<file path="src/common/lsa_params.svh">
`ifndef LSA_PARAMS_SVH
`define LSA_PARAMS_SVH
// register byte offsets
`define LSA_ADDR_CTRL 12'h000
`define LSA_ADDR_CMD 12'h004
`define LSA_ADDR_STATUS 12'h008
`define LSA_ADDR_RXDATA 12'h00C
// control register fields
`define LSA_CTRL_MODE_LSB 0
`define LSA_CTRL_FREEZE_BIT 2
`define LSA_CTRL_SPHASE_LSB 4
`define LSA_CTRL_TXF_LSB 8
`define LSA_CTRL_RXF_LSB 12
`define LSA_CTRL_ROLL_LSB 16
`define LSA_CTRL_RST 32'h000A_AA00
// command and status fields
`define LSA_CMD_RECAL_BIT 0
`define LSA_STAT_LOCK_BIT 0
`define LSA_STAT_INIT_BIT 1
`define LSA_STAT_BUSY_BIT 2
`define LSA_STAT_PHASE_LSB 4
// timing
`define LSA_CLK_MHZ 100
`define LSA_CAL_TIME_NS 2000
`define LSA_LOCK_TIMEOUT_NS 400
`define LSA_CAL_CYCLES ((`LSA_CAL_TIME_NS * `LSA_CLK_MHZ) / 1000)
`define LSA_LOCK_TIMEOUT_CYCLES ((`LSA_LOCK_TIMEOUT_NS * `LSA_CLK_MHZ) / 1000)
`define LSA_LOCK_EDGES 15
`define LSA_INIT_LOCK_HITS 8
`endif

</file>
<file path="src/common/lsa_pkg.sv">
`default_nettype none
package lsa_pkg;
    // receiver alignment modes
    typedef enum logic [1:0] {
        LSA_MODE_STATIC = 2'h0,
        LSA_MODE_DYN = 2'h1,
        LSA_MODE_SCR = 2'h2
    } lsa_mode_t;
    // recalibration sequencer states, one-hot
    typedef enum logic [1:0] {
        LSA_CAL_IDLE = 2'b01,
        LSA_CAL_RUN = 2'b10
    } lsa_cal_state_t;
    // maps a programmed factor onto the legal set 4,6,7,8,10
    function automatic logic [3:0] lsa_factor_fix(input logic [3:0] f);
        case (f)
            4'h4, 4'h6, 4'h7, 4'h8, 4'hA: lsa_factor_fix = f;
            default: lsa_factor_fix = 4'hA;
        endcase
    endfunction : lsa_factor_fix
endpackage : lsa_pkg
`default_nettype wire

</file>
<file path="src/core/lsa_tx_serializer.sv">
`default_nettype none
module lsa_tx_serializer
    import lsa_pkg::*;
#(
    parameter int W = 10,
    parameter int DIV = 4
) (
    input wire logic clk_in,
    input wire logic srst_in,
    input wire logic [3:0] factor_in,
    input wire logic [W-1:0] data_in,
    output logic load_out,
    output logic serial_out,
    output logic serial_clk_out
);
    logic [7:0] div_q;
    logic [W-1:0] word_q;
    logic [3:0] idx_q;
    logic [3:0] fct;
    logic tick;
    assign fct = lsa_factor_fix(factor_in);
    assign tick = (div_q == 8'(DIV - 1));
    ////////////////////////////////////////////////////////////////
    // serial-rate clock divider
    always_ff @(posedge clk_in) begin
        if (srst_in) begin
            div_q <= 8'h00;
            serial_clk_out <= 1'b0;
        end else begin
            div_q <= tick ? 8'h00 : div_q + 8'h01;
            serial_clk_out <= (div_q < 8'(DIV / 2)); // high for DIV/2 cycles, starting one cycle into each bit
        end
    end
    ////////////////////////////////////////////////////////////////
    // load and shift registers
    always_ff @(posedge clk_in) begin
        if (srst_in) begin
            word_q <= '0;
            idx_q <= 4'h0;
            serial_out <= 1'b0;
            load_out <= 1'b0;
        end else begin
            load_out <= 1'b0;
            if (tick) begin
                if (idx_q == 4'h0) begin
                    word_q <= data_in;
                    serial_out <= data_in[fct - 4'h1];
                    idx_q <= fct - 4'h1;
                    load_out <= 1'b1;
                end else begin
                    serial_out <= word_q[idx_q - 4'h1];
                    idx_q <= idx_q - 4'h1;
                end
            end
        end
    end
endmodule : lsa_tx_serializer
`default_nettype wire

</file>
<file path="src/core/lsa_word_aligner.sv">
`default_nettype none
module lsa_word_aligner
    import lsa_pkg::*;
#(
    parameter int W = 10
) (
    input wire logic clk_in,
    input wire logic srst_in,
    input wire logic realign_rst_in,
    input wire logic bit_valid_in,
    input wire logic bit_in,
    input wire logic [3:0] factor_in,
    input wire logic [3:0] rollover_in,
    input wire logic slip_in,
    output logic [W-1:0] word_out,
    output logic word_valid_out,
    output logic rollover_out
);
    logic [W-1:0] sh_q;
    logic [3:0] cnt_q;
    logic [3:0] slips_q;
    logic pend_q;
    logic [3:0] fct;
    logic consume;
    logic [W-1:0] sh_d;
    assign fct = lsa_factor_fix(factor_in);
    assign consume = bit_valid_in & pend_q;
    assign sh_d = {sh_q[W-2:0], bit_in};
    ////////////////////////////////////////////////////////////////
    // pending slip; a new request beats the consume of the old one
    always_ff @(posedge clk_in or posedge realign_rst_in) begin
        if (realign_rst_in) begin
            pend_q <= 1'b0;
        end else if (srst_in) begin
            pend_q <= 1'b0;
        end else begin
            pend_q <= slip_in | (pend_q & ~consume);
        end
    end
    ////////////////////////////////////////////////////////////////
    // deserializer with bit-slip boundary shift
    always_ff @(posedge clk_in or posedge realign_rst_in) begin
        if (realign_rst_in) begin
            sh_q <= '0;
            cnt_q <= 4'h0;
            slips_q <= 4'h0;
            word_out <= '0;
            word_valid_out <= 1'b0;
            rollover_out <= 1'b0;
        end else if (srst_in) begin
            sh_q <= '0;
            cnt_q <= 4'h0;
            slips_q <= 4'h0;
            word_out <= '0;
            word_valid_out <= 1'b0;
            rollover_out <= 1'b0;
        end else begin
            word_valid_out <= 1'b0;
            rollover_out <= 1'b0;
            if (bit_valid_in) begin
                sh_q <= sh_d;
                if (consume) begin
                    // this bit is not counted: boundary moves one bit later
                    if (slips_q + 4'h1 >= rollover_in) begin
                        slips_q <= 4'h0;
                        rollover_out <= 1'b1;
                    end else begin
                        slips_q <= slips_q + 4'h1;
                    end
                end else if (cnt_q >= fct - 4'h1) begin
                    cnt_q <= 4'h0;
                    word_out <= sh_d & ((W'(1) << fct) - W'(1));
                    word_valid_out <= 1'b1;
                end else begin
                    cnt_q <= cnt_q + 4'h1;
                end
            end
        end
    end
endmodule : lsa_word_aligner
`default_nettype wire

</file>
<file path="src/core/lsa_core.sv">
// The APB interface to the registers and the register addresses were decided locally.
`include "lsa_params.svh"
`default_nettype none
module lsa_core
    import lsa_pkg::*;
#(
    parameter int W = 10,
    parameter int FIFO_DEPTH = 6,
    parameter int TX_DIV = 4,
    parameter int CAL_CYCLES = `LSA_CAL_CYCLES
) (
    input wire logic clk_in,
    input wire logic srst_in,
    input wire logic psel_in,
    input wire logic penable_in,
    input wire logic pwrite_in,
    input wire logic [11:0] paddr_in,
    input wire logic [31:0] pwdata_in,
    output logic [31:0] prdata_out,
    output logic pready_out,
    output logic pslverr_out,
    input wire logic link_clk_in,
    input wire logic rx_data_in,
    input wire logic slip_req_in,
    input wire logic aligner_rst_in,
    input wire logic fifo_rst_in,
    input wire logic realign_rst_in,
    input wire logic [W-1:0] tx_data_in,
    output logic tx_load_out,
    output logic tx_serial_out,
    output logic tx_serial_clk_out,
    output logic [W-1:0] rx_word_out,
    output logic rx_word_valid_out,
    output logic rx_par_clk_out,
    output logic rx_rec_clk_out,
    output logic slip_rollover_out,
    output logic pll_locked_out,
    output logic init_lock_out,
    output logic recal_busy_out
);
    logic [31:0] ctrl_q;
    logic [W-1:0] last_word_q;
    logic [2:0] sel_q;
    lsa_mode_t mode;
    logic freeze;
    logic [2:0] static_phase;
    logic [3:0] tx_factor;
    logic [3:0] rx_factor;
    logic [3:0] rollover;
    logic apb_wr;
    logic apb_rd;
    logic addr_ok;
    logic recal_req;
    assign mode = lsa_mode_t'(ctrl_q[`LSA_CTRL_MODE_LSB +: 2]);
    assign freeze = ctrl_q[`LSA_CTRL_FREEZE_BIT] & (mode != LSA_MODE_STATIC);
    assign static_phase = ctrl_q[`LSA_CTRL_SPHASE_LSB +: 3];
    assign tx_factor = ctrl_q[`LSA_CTRL_TXF_LSB +: 4];
    assign rx_factor = ctrl_q[`LSA_CTRL_RXF_LSB +: 4];
    assign rollover = ctrl_q[`LSA_CTRL_ROLL_LSB +: 4];
    ////////////////////////////////////////////////////////////////
    // apb decode: zero wait states, error on unmapped address
    assign apb_wr = psel_in & penable_in & pwrite_in;
    assign apb_rd = psel_in & ~pwrite_in;
    assign addr_ok = (paddr_in == `LSA_ADDR_CTRL) || (paddr_in == `LSA_ADDR_CMD) ||
                     (paddr_in == `LSA_ADDR_STATUS) || (paddr_in == `LSA_ADDR_RXDATA);
    assign pready_out = 1'b1;
    assign pslverr_out = psel_in & penable_in & ~addr_ok;
    assign recal_req = apb_wr & (paddr_in == `LSA_ADDR_CMD) & pwdata_in[`LSA_CMD_RECAL_BIT];
    // control register
    always_ff @(posedge clk_in) begin
        if (srst_in) begin
            ctrl_q <= `LSA_CTRL_RST;
        end else if (apb_wr && paddr_in == `LSA_ADDR_CTRL) begin
            ctrl_q <= pwdata_in & 32'h000F_FF77;
        end
    end
    // read data mux, registered during the setup phase
    always_ff @(posedge clk_in) begin
        if (srst_in) begin
            prdata_out <= 32'h0000_0000;
        end else if (apb_rd) begin
            case (paddr_in)
                `LSA_ADDR_CTRL: prdata_out <= ctrl_q;
                `LSA_ADDR_STATUS: prdata_out <= {25'h000_0000, sel_q, 1'b0, recal_busy_out,
                                                 init_lock_out, pll_locked_out};
                `LSA_ADDR_RXDATA: prdata_out <= 32'(last_word_q);
                default: prdata_out <= 32'h0000_0000;
            endcase
        end
    end
    ////////////////////////////////////////////////////////////////
    // pin synchronizers for the link clock and serial data
    logic [1:0] lclk_sync_q;
    logic [1:0] rxd_sync_q;
    logic lclk_prev_q;
    logic rxd_prev_q;
    logic lclk_rise;
    logic rxd_edge;
    always_ff @(posedge clk_in) begin
        if (srst_in) begin
            lclk_sync_q <= 2'b00;
            rxd_sync_q <= 2'b00;
            lclk_prev_q <= 1'b0;
            rxd_prev_q <= 1'b0;
        end else begin
            lclk_sync_q <= {lclk_sync_q[0], link_clk_in};
            rxd_sync_q <= {rxd_sync_q[0], rx_data_in};
            lclk_prev_q <= lclk_sync_q[1];
            rxd_prev_q <= rxd_sync_q[1];
        end
    end
    assign lclk_rise = lclk_sync_q[1] & ~lclk_prev_q;
    assign rxd_edge = rxd_sync_q[1] ^ rxd_prev_q;
    ////////////////////////////////////////////////////////////////
    // pll lock: enough reference edges with no long gap
    logic [7:0] gap_q;
    logic [3:0] edges_q;
    always_ff @(posedge clk_in) begin
        if (srst_in) begin
            gap_q <= 8'h00;
            edges_q <= 4'h0;
            pll_locked_out <= 1'b0;
        end else if (lclk_rise) begin
            gap_q <= 8'h00;
            if (edges_q != 4'(`LSA_LOCK_EDGES)) begin
                edges_q <= edges_q + 4'h1;
            end
            pll_locked_out <= (edges_q == 4'(`LSA_LOCK_EDGES));
        end else if (gap_q >= 8'(`LSA_LOCK_TIMEOUT_CYCLES)) begin
            edges_q <= 4'h0;
            pll_locked_out <= 1'b0;
        end else begin
            gap_q <= gap_q + 8'h01;
        end
    end
    ////////////////////////////////////////////////////////////////
    // recalibration sequencer; touches neither lock nor phase state
    lsa_cal_state_t cal_q;
    logic [15:0] cal_cnt_q;
    always_ff @(posedge clk_in) begin
        if (srst_in) begin
            cal_q <= LSA_CAL_IDLE;
            cal_cnt_q <= 16'h0000;
        end else begin
            case (cal_q)
                LSA_CAL_IDLE: begin
                    if (recal_req) begin
                        cal_q <= LSA_CAL_RUN;
                        cal_cnt_q <= 16'(CAL_CYCLES - 1);
                    end
                end
                LSA_CAL_RUN: begin
                    if (cal_cnt_q == 16'h0000) begin
                        cal_q <= LSA_CAL_IDLE;
                    end else begin
                        cal_cnt_q <= cal_cnt_q - 16'h0001;
                    end
                end
                default: cal_q <= LSA_CAL_IDLE;
            endcase
        end
    end
    assign recal_busy_out = (cal_q == LSA_CAL_RUN);
    ////////////////////////////////////////////////////////////////
    // phase aligner: eight phases per reference period
    logic [2:0] ph_q;
    logic [2:0] tr_last_q;
    logic [3:0] hits_q;
    logic pa_bit_valid;
    always_ff @(posedge clk_in or posedge aligner_rst_in) begin
        if (aligner_rst_in) begin
            ph_q <= 3'h0;
            sel_q <= 3'h0;
            tr_last_q <= 3'h0;
            hits_q <= 4'h0;
            init_lock_out <= 1'b0;
        end else if (srst_in) begin
            ph_q <= 3'h0;
            sel_q <= 3'h0;
            tr_last_q <= 3'h0;
            hits_q <= 4'h0;
            init_lock_out <= 1'b0;
        end else begin
            ph_q <= lclk_rise ? 3'h0 : ph_q + 3'h1;
            if (mode == LSA_MODE_STATIC) begin
                sel_q <= static_phase;
            end else if (rxd_edge && !freeze) begin
                sel_q <= ph_q + 3'h4;
                tr_last_q <= ph_q;
                if (ph_q == tr_last_q && hits_q != 4'(`LSA_INIT_LOCK_HITS)) begin
                    hits_q <= hits_q + 4'h1;
                end
            end
            if (hits_q == 4'(`LSA_INIT_LOCK_HITS) && mode != LSA_MODE_STATIC) begin
                init_lock_out <= 1'b1;
            end
        end
    end
    assign pa_bit_valid = pll_locked_out & (ph_q == sel_q);
    ////////////////////////////////////////////////////////////////
    // synchronizer fifo between phase aligner and word aligner
    logic [FIFO_DEPTH-1:0] fifo_mem_q;
    logic [2:0] wr_ptr_q;
    logic [2:0] rd_ptr_q;
    logic [3:0] fill_q;
    logic fifo_clr;
    logic fifo_push;
    logic fifo_pop;
    logic fifo_bit_q;
    logic fifo_valid_q;
    assign fifo_clr = aligner_rst_in | fifo_rst_in;
    assign fifo_pop = (fill_q != 4'h0);
    assign fifo_push = pa_bit_valid & (fill_q != 4'(FIFO_DEPTH) || fifo_pop);
    always_ff @(posedge clk_in or posedge fifo_clr) begin
        if (fifo_clr) begin
            fifo_mem_q <= '0;
            wr_ptr_q <= 3'h0;
            rd_ptr_q <= 3'h0;
            fill_q <= 4'h0;
            fifo_bit_q <= 1'b0;
            fifo_valid_q <= 1'b0;
        end else if (srst_in) begin
            fifo_mem_q <= '0;
            wr_ptr_q <= 3'h0;
            rd_ptr_q <= 3'h0;
            fill_q <= 4'h0;
            fifo_bit_q <= 1'b0;
            fifo_valid_q <= 1'b0;
        end else begin
            if (fifo_push) begin
                fifo_mem_q[wr_ptr_q] <= rxd_sync_q[1];
                wr_ptr_q <= (wr_ptr_q == 3'(FIFO_DEPTH - 1)) ? 3'h0 : wr_ptr_q + 3'h1;
            end
            if (fifo_pop) begin
                rd_ptr_q <= (rd_ptr_q == 3'(FIFO_DEPTH - 1)) ? 3'h0 : rd_ptr_q + 3'h1;
            end
            fill_q <= fill_q + {3'h0, fifo_push} - {3'h0, fifo_pop};
            fifo_bit_q <= fifo_mem_q[rd_ptr_q];
            fifo_valid_q <= fifo_pop;
        end
    end
    ////////////////////////////////////////////////////////////////
    // slip request edge detect; fabric holds it one cycle or more
    logic slip_prev_q;
    logic slip_rise;
    always_ff @(posedge clk_in) begin
        if (srst_in) begin
            slip_prev_q <= 1'b0;
        end else begin
            slip_prev_q <= slip_req_in;
        end
    end
    assign slip_rise = slip_req_in & ~slip_prev_q;
    // word aligner
    lsa_word_aligner #(
        .W(W)
    ) u_align (
        .clk_in(clk_in),
        .srst_in(srst_in),
        .realign_rst_in(realign_rst_in),
        .bit_valid_in(fifo_valid_q),
        .bit_in(fifo_bit_q),
        .factor_in(rx_factor),
        .rollover_in(rollover),
        .slip_in(slip_rise),
        .word_out(rx_word_out),
        .word_valid_out(rx_word_valid_out),
        .rollover_out(slip_rollover_out)
    );
    ////////////////////////////////////////////////////////////////
    // parallel clocks: rises with each word; one output per mode
    logic par_tog_q;
    always_ff @(posedge clk_in) begin
        if (srst_in) begin
            par_tog_q <= 1'b0;
            rx_par_clk_out <= 1'b0;
            rx_rec_clk_out <= 1'b0;
            last_word_q <= '0;
        end else begin
            if (rx_word_valid_out) begin
                last_word_q <= rx_word_out;
            end
            par_tog_q <= rx_word_valid_out ? 1'b1 : (par_tog_q & ~lclk_rise);
            rx_par_clk_out <= par_tog_q & (mode != LSA_MODE_SCR);
            rx_rec_clk_out <= par_tog_q & (mode == LSA_MODE_SCR);
        end
    end
    ////////////////////////////////////////////////////////////////
    // transmitter
    lsa_tx_serializer #(
        .W(W),
        .DIV(TX_DIV)
    ) u_tx (
        .clk_in(clk_in),
        .srst_in(srst_in),
        .factor_in(tx_factor),
        .data_in(tx_data_in),
        .load_out(tx_load_out),
        .serial_out(tx_serial_out),
        .serial_clk_out(tx_serial_clk_out)
    );
endmodule : lsa_core
`default_nettype wire

</file>
<file path="config.mk">
export PLATFORM = sky130hd
export DESIGN_NAME = lsa_core
export DESIGN_NICKNAME = d
export VERILOG_FILES = /design/src/common/lsa_pkg.sv /design/src/core/lsa_tx_serializer.sv /design/src/core/lsa_word_aligner.sv /design/src/core/lsa_core.sv
export VERILOG_INCLUDE_DIRS = /design/src /design/src/common
export SDC_FILE = /design/constraint.sdc
export NUM_CORES = 1
export LEC_CHECK = 0
export BUFFER_PORTS_ARGS = -buffer_cell sky130_fd_sc_hd__buf_2
export CORE_UTILIZATION = 59
export CTS_BUF_LIST = sky130_fd_sc_hd__clkbuf_8
export CTS_CLUSTER_SIZE = 28
export DETAILED_ROUTE_END_ITERATION = 8
export PLACE_DENSITY = 0.85
export SLEW_MARGIN = 20
export SYNTH_ARGS = -nofsm -noshare
export SYNTH_HDL_FRONTEND = slang
export SYNTH_SLANG_ARGS = --single-unit
</file>
<file path="constraint.sdc">
create_clock -name clk_in -period 3.36 [get_ports clk_in]
set_input_delay 0.168 -clock clk_in [delete_from_list [all_inputs] [get_ports clk_in]]
set_output_delay 0.168 -clock clk_in [all_outputs]
set_load 0.005 [all_outputs]
</file>
; Word-level counts from Yosys, hierarchy flattened
; Cells that the tools add are included.
[totals]
regBits = 188
elab_cells = 243
input_bits = 65
[op_classes]
bitwise = 27
eq_ne = 33
n_addsub = 17
n_reduce_logical = 41
muxes = 75
n_shift = 1
n_lt_le_gt_ge = 9
[op_table]
columns = cell, n
row1 = $mux 4, 19
row2 = $pmux 20 s3, 1
row3 = $mux 3, 14
row4 = $mux 10, 4
row5 = $mux 16, 2
row6 = $pmux 16 s2, 1
row7 = $eq 12x4->1 const B, 2
row8 = $eq 4x3->1 const B, 6
row9 = $eq 4x4->1 const B, 6
row10 = $mux 1, 22
row11 = $reduce_bool 2->1, 11
row12 = $mux 9, 2
row13 = $add 4x1->4 const B, 4
row14 = $add 8x1->8 const B, 2
row15 = $and 1x1->1, 16
row16 = $logic_not 16->1, 1
row17 = $sub 16x1->16 const B, 1
row18 = $eq 12x3->1 const B, 1
row19 = $logic_not 12->1, 1
row20 = $mux 6, 2
row21 = $reduce_and 2->1, 6
row22 = $sub 4x1->4 const B, 3
row23 = $and 10x10->10, 1
row24 = $lt 4x5->1 const B, 2
row25 = other kinds (39), 73

; Longest topological paths before layout
[depth]
word_depth = 10
ltp_mapped = 11

; Cells and area by module
; From an unflattened synthesis, not the netlist that was laid out.
[unflattened]
hier_cells = 920
area_unflattened_um2 = 8533.2
[by_module_without_submodules]
columns = mod, area_per_inst_um2, seq_area_each_um2, n_inst, cells_each
row1 = lsa_core, 5420.2, 2582.5, 1, 582
row2 = lsa_word_aligner, 1888.1, 750.7, 1, 192
row3 = lsa_tx_serializer, 1224.9, 500.5, 1, 146

; Least setup slack after synthesis
; OpenSTA, ideal clock, no wires.
[synth_timing]
kind = register to register
startpoint = reg ctrl_q[14]
endpoint = reg u_align.cnt_q[3]
path_slack_ns = 0.617
arrival_time_ns = 2.661
setup_time_ns = 0.082
path_buffers = 1
synth_period_minus_slack_ns = 2.743
path_stages_with_launch = 12
path_cell_list = dfxtp_1 nand2b_1 a211o_1 ha_1 inv_1 ha_1 a21o_1 a21o_1 a21o_1 clkbuf_1 or4_1 a31oi_1
[synth_via]
elab_chain_cells = 9
word_cells_on_any_way = 13
classes_between = add/sub: 1 / order compare: 1 / eq/ne: 5 / mux: 5 / reduce/logical: 1
[synth_rtl]
columns = element, line
row1 = from (decl), lsa_core.sv:41  ; logic [31:0] ctrl_q;
row2 = from (signal assigned), lsa_core.sv:72  ; ctrl_q <= `LSA_CTRL_RST;
row3 = from (signal assigned), lsa_core.sv:74  ; ctrl_q <= pwdata_in & 32'h000F_FF77;
row4 = $eq 4x3->1 or $eq 4x4->1 (tied branches), lsa_pkg.sv:16  ; case (f)
row5 = $reduce_or 5->1, lsa_pkg.sv:16
row6 = $mux 4 *, lsa_pkg.sv:16
row7 = $sub 4x1->4 *, lsa_word_aligner.sv:70  ; end else if (cnt_q >= fct - 4'h1) begin
row8 = $ge 4x4->1 *, lsa_word_aligner.sv:70
row9 = $mux 4 *, lsa_word_aligner.sv:70
row10 = $mux 4 *, lsa_word_aligner.sv:62  ; if (consume) begin
row11 = $mux 4 *, lsa_word_aligner.sv:60  ; if (bit_valid_in) begin
row12 = $mux 4 *, lsa_word_aligner.sv:50  ; end else if (srst_in) begin
row13 = to (signal assigned), lsa_word_aligner.sv:75  ; cnt_q <= cnt_q + 4'h1;
row14 = to (decl), lsa_word_aligner.sv:20  ; logic [3:0] cnt_q;
; Mark *: on every way between the ends. The rest lies on a longest branch, timed or not. The select of a mux whose other input is x is not followed.
; A chain may end at the register's enable or synchronous reset.

; Worst setup path in the final report
; Ends and elaborated chain as after synthesis.

==> impl_metrics.py <==
metrics = {
    "synth": {
        "synth.area.top_cells": "sky130_fd_sc_hd__dfxtp_1, sky130_fd_sc_hd__dfrtp_1, sky130_fd_sc_hd__nand2_1",
        "synth.largest_area_cell": "sky130_fd_sc_hd__dfxtp_1",
        "synth.ff_latch_count": 176,
        "synth_enable_flop_cells": 0,
        "synth.yosys.seq_area_share_pct": 46.0,
        "synthesis.area_per_instance_sq_um": 9.11,
        "netlist_instances": 914,
        "ys_types": 65,
        "synthFlopType": "sky130_fd_sc_hd__dfxtp_1",
        "yosysWarnings": 0,
        "syn_area_sq_um": 8330,
        "async_flop_share_pct": 35.2,
        "synth.top_cell.area_share_pct": 27.4,
    },
    "floorplanning": {
        "io_pins": 119,
        "std_cell_rows": 43,
        "die_x_microns": 121,
        "die_h_microns": 121,
        "initial_core_util_pct": 60.2,
        "dieArea_sq_um": 14600,
        "floorplan.core_area_sq_um": 13800,
    },
    "finish": {
        "post_route_cells_drive_above_1_share_pct": 15.3,
        "antenna_cells": 0,
        "post_layout_nonfiller_instances": 1217,
        "final.fill_count": 1014,
        "final_core_util_pct": 69.4,
        "layout.nets": 1121,
        "sequential_cell_area_sq_um": 3830,
        "multiInputGateArea_sq_um": 4150,
        "areaGrowthSynthToFinish_pct": 15.2,
        "fin_area_sq_um": 9590,
    },
    "setup_path": {
        "cp_top_family": "simple AND/OR/NAND/NOR gates",
        "cpPeakStageDelay_ps": 530,
        "worstPathArrival_ps": 3350,
        "highest_fanout_seen_on_the_critical_path": 10,
        "critical_path.cell_chain": "nor2b_1 > nand3_1 > ha_1 > inv_1 > ha_1 > a21o_1 > a21o_1 > a21o_1 > or4_1 > a31oi_1",
        "crit_slowest_cell": "sky130_fd_sc_hd__or4_1",
        "critical_path_class": "reg -> reg",
        "cp-end-kind": "register",
        "critPathBufInv": 1,
        "worst_path_most_repeated_cell": "sky130_fd_sc_hd__a21o_1",
        "startpoint_type": "register",
        "critPathRequiredTime_ps": 3740,
    },
    "routing": {
        "routed_via_density": 5.82,
        "routed_wl_microns": 19000,
        "detailroute.via_count": 7087,
        "antenna_nets_post_route": 0,
        "detailedRoute.firstIterationViolations": 607,
        "drcViolationCount": 0,
        "drtPass1Iterations": 6,
        "wl_per_cell_microns": 15.6,
    },
    "timing": {
        "tightest_slew_ps": 968,
        "crit_path_setup_slack_layout_ps": 385,
        "slew_violations": 0,
        "whs_ps": 173,
        "fin_crit_ps": 2980,
        "setup_tns_ps": 0,
        "maxClockFrequency_mhz": 336,
        "finalSetupViolations": 0,
        "slew-limit-headroom_pct": 34.6,
        "grt_setup_unrepaired": "no",
        "clock_skews_ps": 11.4,
        "report.final.hold_viol_count": 0,
        "final.period_utilization_pct": 88.6,
    },
    "clock_network": {
        "cts.root.buffer_cell": "sky130_fd_sc_hd__clkbuf_8",
        "clkLatencyLatePin_ps": 470,
        "clock_transition_time_at_the_flip_flop_clock_pins_of_the_worst_setup_and_hold_paths_ps": 80,
        "cts.sink_count": 176,
        "postCtsSetupRepairBufs": 0,
        "cts_made_buffers": 17,
        "postCtsResizedCells": 0,
        "post_cts_hold_buffer_count": 33,
        "cts_tree": "built",
        "cts-root-to-sink-buffers": 2,
        "h-tree-depth": 4,
    },
    "global_routing": {
        "via_count_of_the_first_global_routing_pass": 6648,
        "gr-usage-all-layers_pct": 27.4,
        "global_route.overflow_total": 0,
        "grt_antenna_before_repair": 0,
        "global_route_wire_length_before_repair_microns": 31400,
        "pin_count_of_the_biggest_net_entering_global_routing": 84,
    },
    "placed_design": {
        "detailed_place.area_sq_um": 8860,
        "place_congestion": 0.842,
        "detailed_place_hpwl_microns": 12400,
        "post-place-ws_ps": 434,
        "place_inst": 1151,
        "portBuffers": 91,
    },
    "flow_run": {
        "max_cap_viol_count": 0,
    },
    "run_status": {
        "run_status": "complete, no violations",
    },
    "power": {
        "post-layout-total-power_mw": 4.27,
        "pwr_density_cell_nw_per_um2": 445,
        "power.leakage_nw": 4.10,
        "vdd_drop_max_uv": 351,
    },
    "min_path": {
        "hold_class": "in -> reg",
    },
}
-- layout by cell type, fill, tap and decap left out, types with 4 or more instances in the layout --
cell | synthesis | routed
sky130_fd_sc_hd__a211o_1 | 7 | 7
sky130_fd_sc_hd__a211oi_1 | 10 | 10
sky130_fd_sc_hd__o211ai_1 | 4 | 4
sky130_fd_sc_hd__nand2b_1 | 19 | 19
sky130_fd_sc_hd__a21o_1 | 6 | 6
sky130_fd_sc_hd__xnor2_1 | 28 | 28
sky130_fd_sc_hd__dlygate4sd3_1 | 0 | 34
sky130_fd_sc_hd__nand3b_1 | 4 | 4
sky130_fd_sc_hd__mux4_2 | 4 | 4
sky130_fd_sc_hd__dfxtp_1 | 114 | 114
sky130_fd_sc_hd__inv_1 | 33 | 35
sky130_fd_sc_hd__mux2_2 | 9 | 9
sky130_fd_sc_hd__nor4_1 | 8 | 7
sky130_fd_sc_hd__nor3b_1 | 5 | 5
sky130_fd_sc_hd__nor3_1 | 18 | 18
sky130_fd_sc_hd__nor2b_1 | 18 | 18
sky130_fd_sc_hd__buf_2 | 2 | 90
sky130_fd_sc_hd__xor2_1 | 11 | 11
sky130_fd_sc_hd__a22oi_1 | 10 | 10
sky130_fd_sc_hd__conb_1 | 2 | 15
sky130_fd_sc_hd__nand3_1 | 37 | 37
sky130_fd_sc_hd__nor2_1 | 105 | 105
sky130_fd_sc_hd__clkbuf_8 | 0 | 24
sky130_fd_sc_hd__o21ai_0 | 30 | 30
sky130_fd_sc_hd__clkinv_2 | 0 | 4
sky130_fd_sc_hd__nand2_1 | 105 | 105
sky130_fd_sc_hd__dfrtp_1 | 62 | 62
sky130_fd_sc_hd__a31oi_1 | 4 | 4
sky130_fd_sc_hd__buf_4 | 13 | 10
sky130_fd_sc_hd__a21oi_1 | 73 | 73
sky130_fd_sc_hd__nand4_1 | 11 | 11
sky130_fd_sc_hd__and2_1 | 5 | 5
sky130_fd_sc_hd__mux2i_1 | 36 | 36
sky130_fd_sc_hd__ha_1 | 31 | 31
-- where the power goes --
group	switching [mW]	total [mW]	internal, mW
sequential	0.0915	2.26	2.17
combinational	0.314	0.582	0.268
clock	0.718	1.43	0.713
total	1.12	4.27	3.15
-- cells by family (layout without fill, tap and decap cells) --
logic type | after synthesis | count (layout) | synth area share (%)
muxes | 49 | 49 | 6.63
DFF | 176 | 176 | 46.0
other | 2 | 15 | 0.0902
adders and majority gates | 32 | 32 | 4.90
xor gates and xnor gates | 39 | 39 | 4.10
and+or+nand+nor | 362 | 362 | 21.0
AOI/OAI and AO/OA | 165 | 165 | 12.5
buffers and inverters | 89 | 199 | 4.73
-- routing by layer --
metal	vias to the layer above	share of wire, %	wire length, microns	track usage [%]
met2	294	48	9090	44.2
met4	0	2.8	528	11.3
met5	-	0	0	0
met3	62	6.3	1190	6.13
li1	3361	-	-	-
met1	3370	43	8150	35.5
-- Yosys cell counts, types with 4 or more instances --
cell / n
sky130_fd_sc_hd__a211oi_1: 10
sky130_fd_sc_hd__buf_4: 13
sky130_fd_sc_hd__ha_1: 31
sky130_fd_sc_hd__mux2_2: 9
sky130_fd_sc_hd__o211ai_1: 4
sky130_fd_sc_hd__mux4_2: 4
sky130_fd_sc_hd__nor2_1: 105
sky130_fd_sc_hd__nor3b_1: 5
sky130_fd_sc_hd__nor4_1: 8
sky130_fd_sc_hd__a21o_1: 6
sky130_fd_sc_hd__dfxtp_1: 114
sky130_fd_sc_hd__nand2b_1: 19
sky130_fd_sc_hd__o21ai_0: 30
sky130_fd_sc_hd__a22oi_1: 10
sky130_fd_sc_hd__dfrtp_1: 62
sky130_fd_sc_hd__nor2b_1: 18
sky130_fd_sc_hd__clkbuf_1: 36
sky130_fd_sc_hd__nand4_1: 11
sky130_fd_sc_hd__and2_1: 5
sky130_fd_sc_hd__nor3_1: 18
sky130_fd_sc_hd__xor2_1: 11
sky130_fd_sc_hd__nand3b_1: 4
sky130_fd_sc_hd__nand3_1: 37
sky130_fd_sc_hd__a31oi_1: 4
sky130_fd_sc_hd__inv_1: 33
sky130_fd_sc_hd__xnor2_1: 28
sky130_fd_sc_hd__a211o_1: 7
sky130_fd_sc_hd__a21oi_1: 73
sky130_fd_sc_hd__mux2i_1: 36
sky130_fd_sc_hd__nand2_1: 105
-- flip-flops by register name, summed over array words and instances, names as in the netlist, 8 cells and up --
register / cells
u_align.word_out: 10
u_tx.div_q: 8
cal_cnt_q: 16
u_align.sh_q: 9
prdata_out: 20
ctrl_q: 18
gap_q: 8
u_tx.word_q: 10
last_word_q: 10
-- layout make-up --
| cell class | instances | share of cell area [%] |
|---|---|---|
| Tap cell | 180 | 2.35 |
| Clock inverter | 8 | 0.639 |
| Multi-Input combinational cell | 662 | 43.3 |
| Inverter | 33 | 1.29 |
| Timing Repair Buffer | 134 | 9.02 |
| Sequential cell | 176 | 40.0 |
| Clock buffer | 24 | 3.44 |
-- path summary, 6_finish.rpt --
check | start | to | slack, ps | cells after the start
worst max-delay path | ctrl_q[14]$_SDFFE_PP0P_ | u_align.cnt_q[3]$_DFFE_PP0P_ | 380 | 10
worst min-delay path | paddr_in[3] | prdata_out[2]$_SDFFE_PP0P_ | 170 | 3
worst max register to register | ctrl_q[14]$_SDFFE_PP0P_ | u_align.cnt_q[3]$_DFFE_PP0P_ | 380 | 10
worst min register to register | lclk_sync_q[0]$_SDFF_PP0_ | lclk_sync_q[1]$_SDFF_PP0_ | 450 | 1
max in group asynchronous | realign_rst_in | u_align.word_out[5]$_DFFE_PP0P_ | 2600 | 3
min in group asynchronous | aligner_rst_in | hits_q[0]$_DFFE_PP0P_ | 300 | 3
-- worst register-to-register path, cell delays in order, from the launching register on --
cell and delay, ps:
sky130_fd_sc_hd__dfxtp_1 390, sky130_fd_sc_hd__nor2b_1 260, sky130_fd_sc_hd__nand3_1 240, sky130_fd_sc_hd__ha_1 350, sky130_fd_sc_hd__inv_1 40, sky130_fd_sc_hd__ha_1 270, sky130_fd_sc_hd__a21o_1 160, sky130_fd_sc_hd__a21o_1 190
sky130_fd_sc_hd__a21o_1 290, sky130_fd_sc_hd__or4_1 530, sky130_fd_sc_hd__a31oi_1 180
Note: power is estimated with default switching activity, not from simulation.
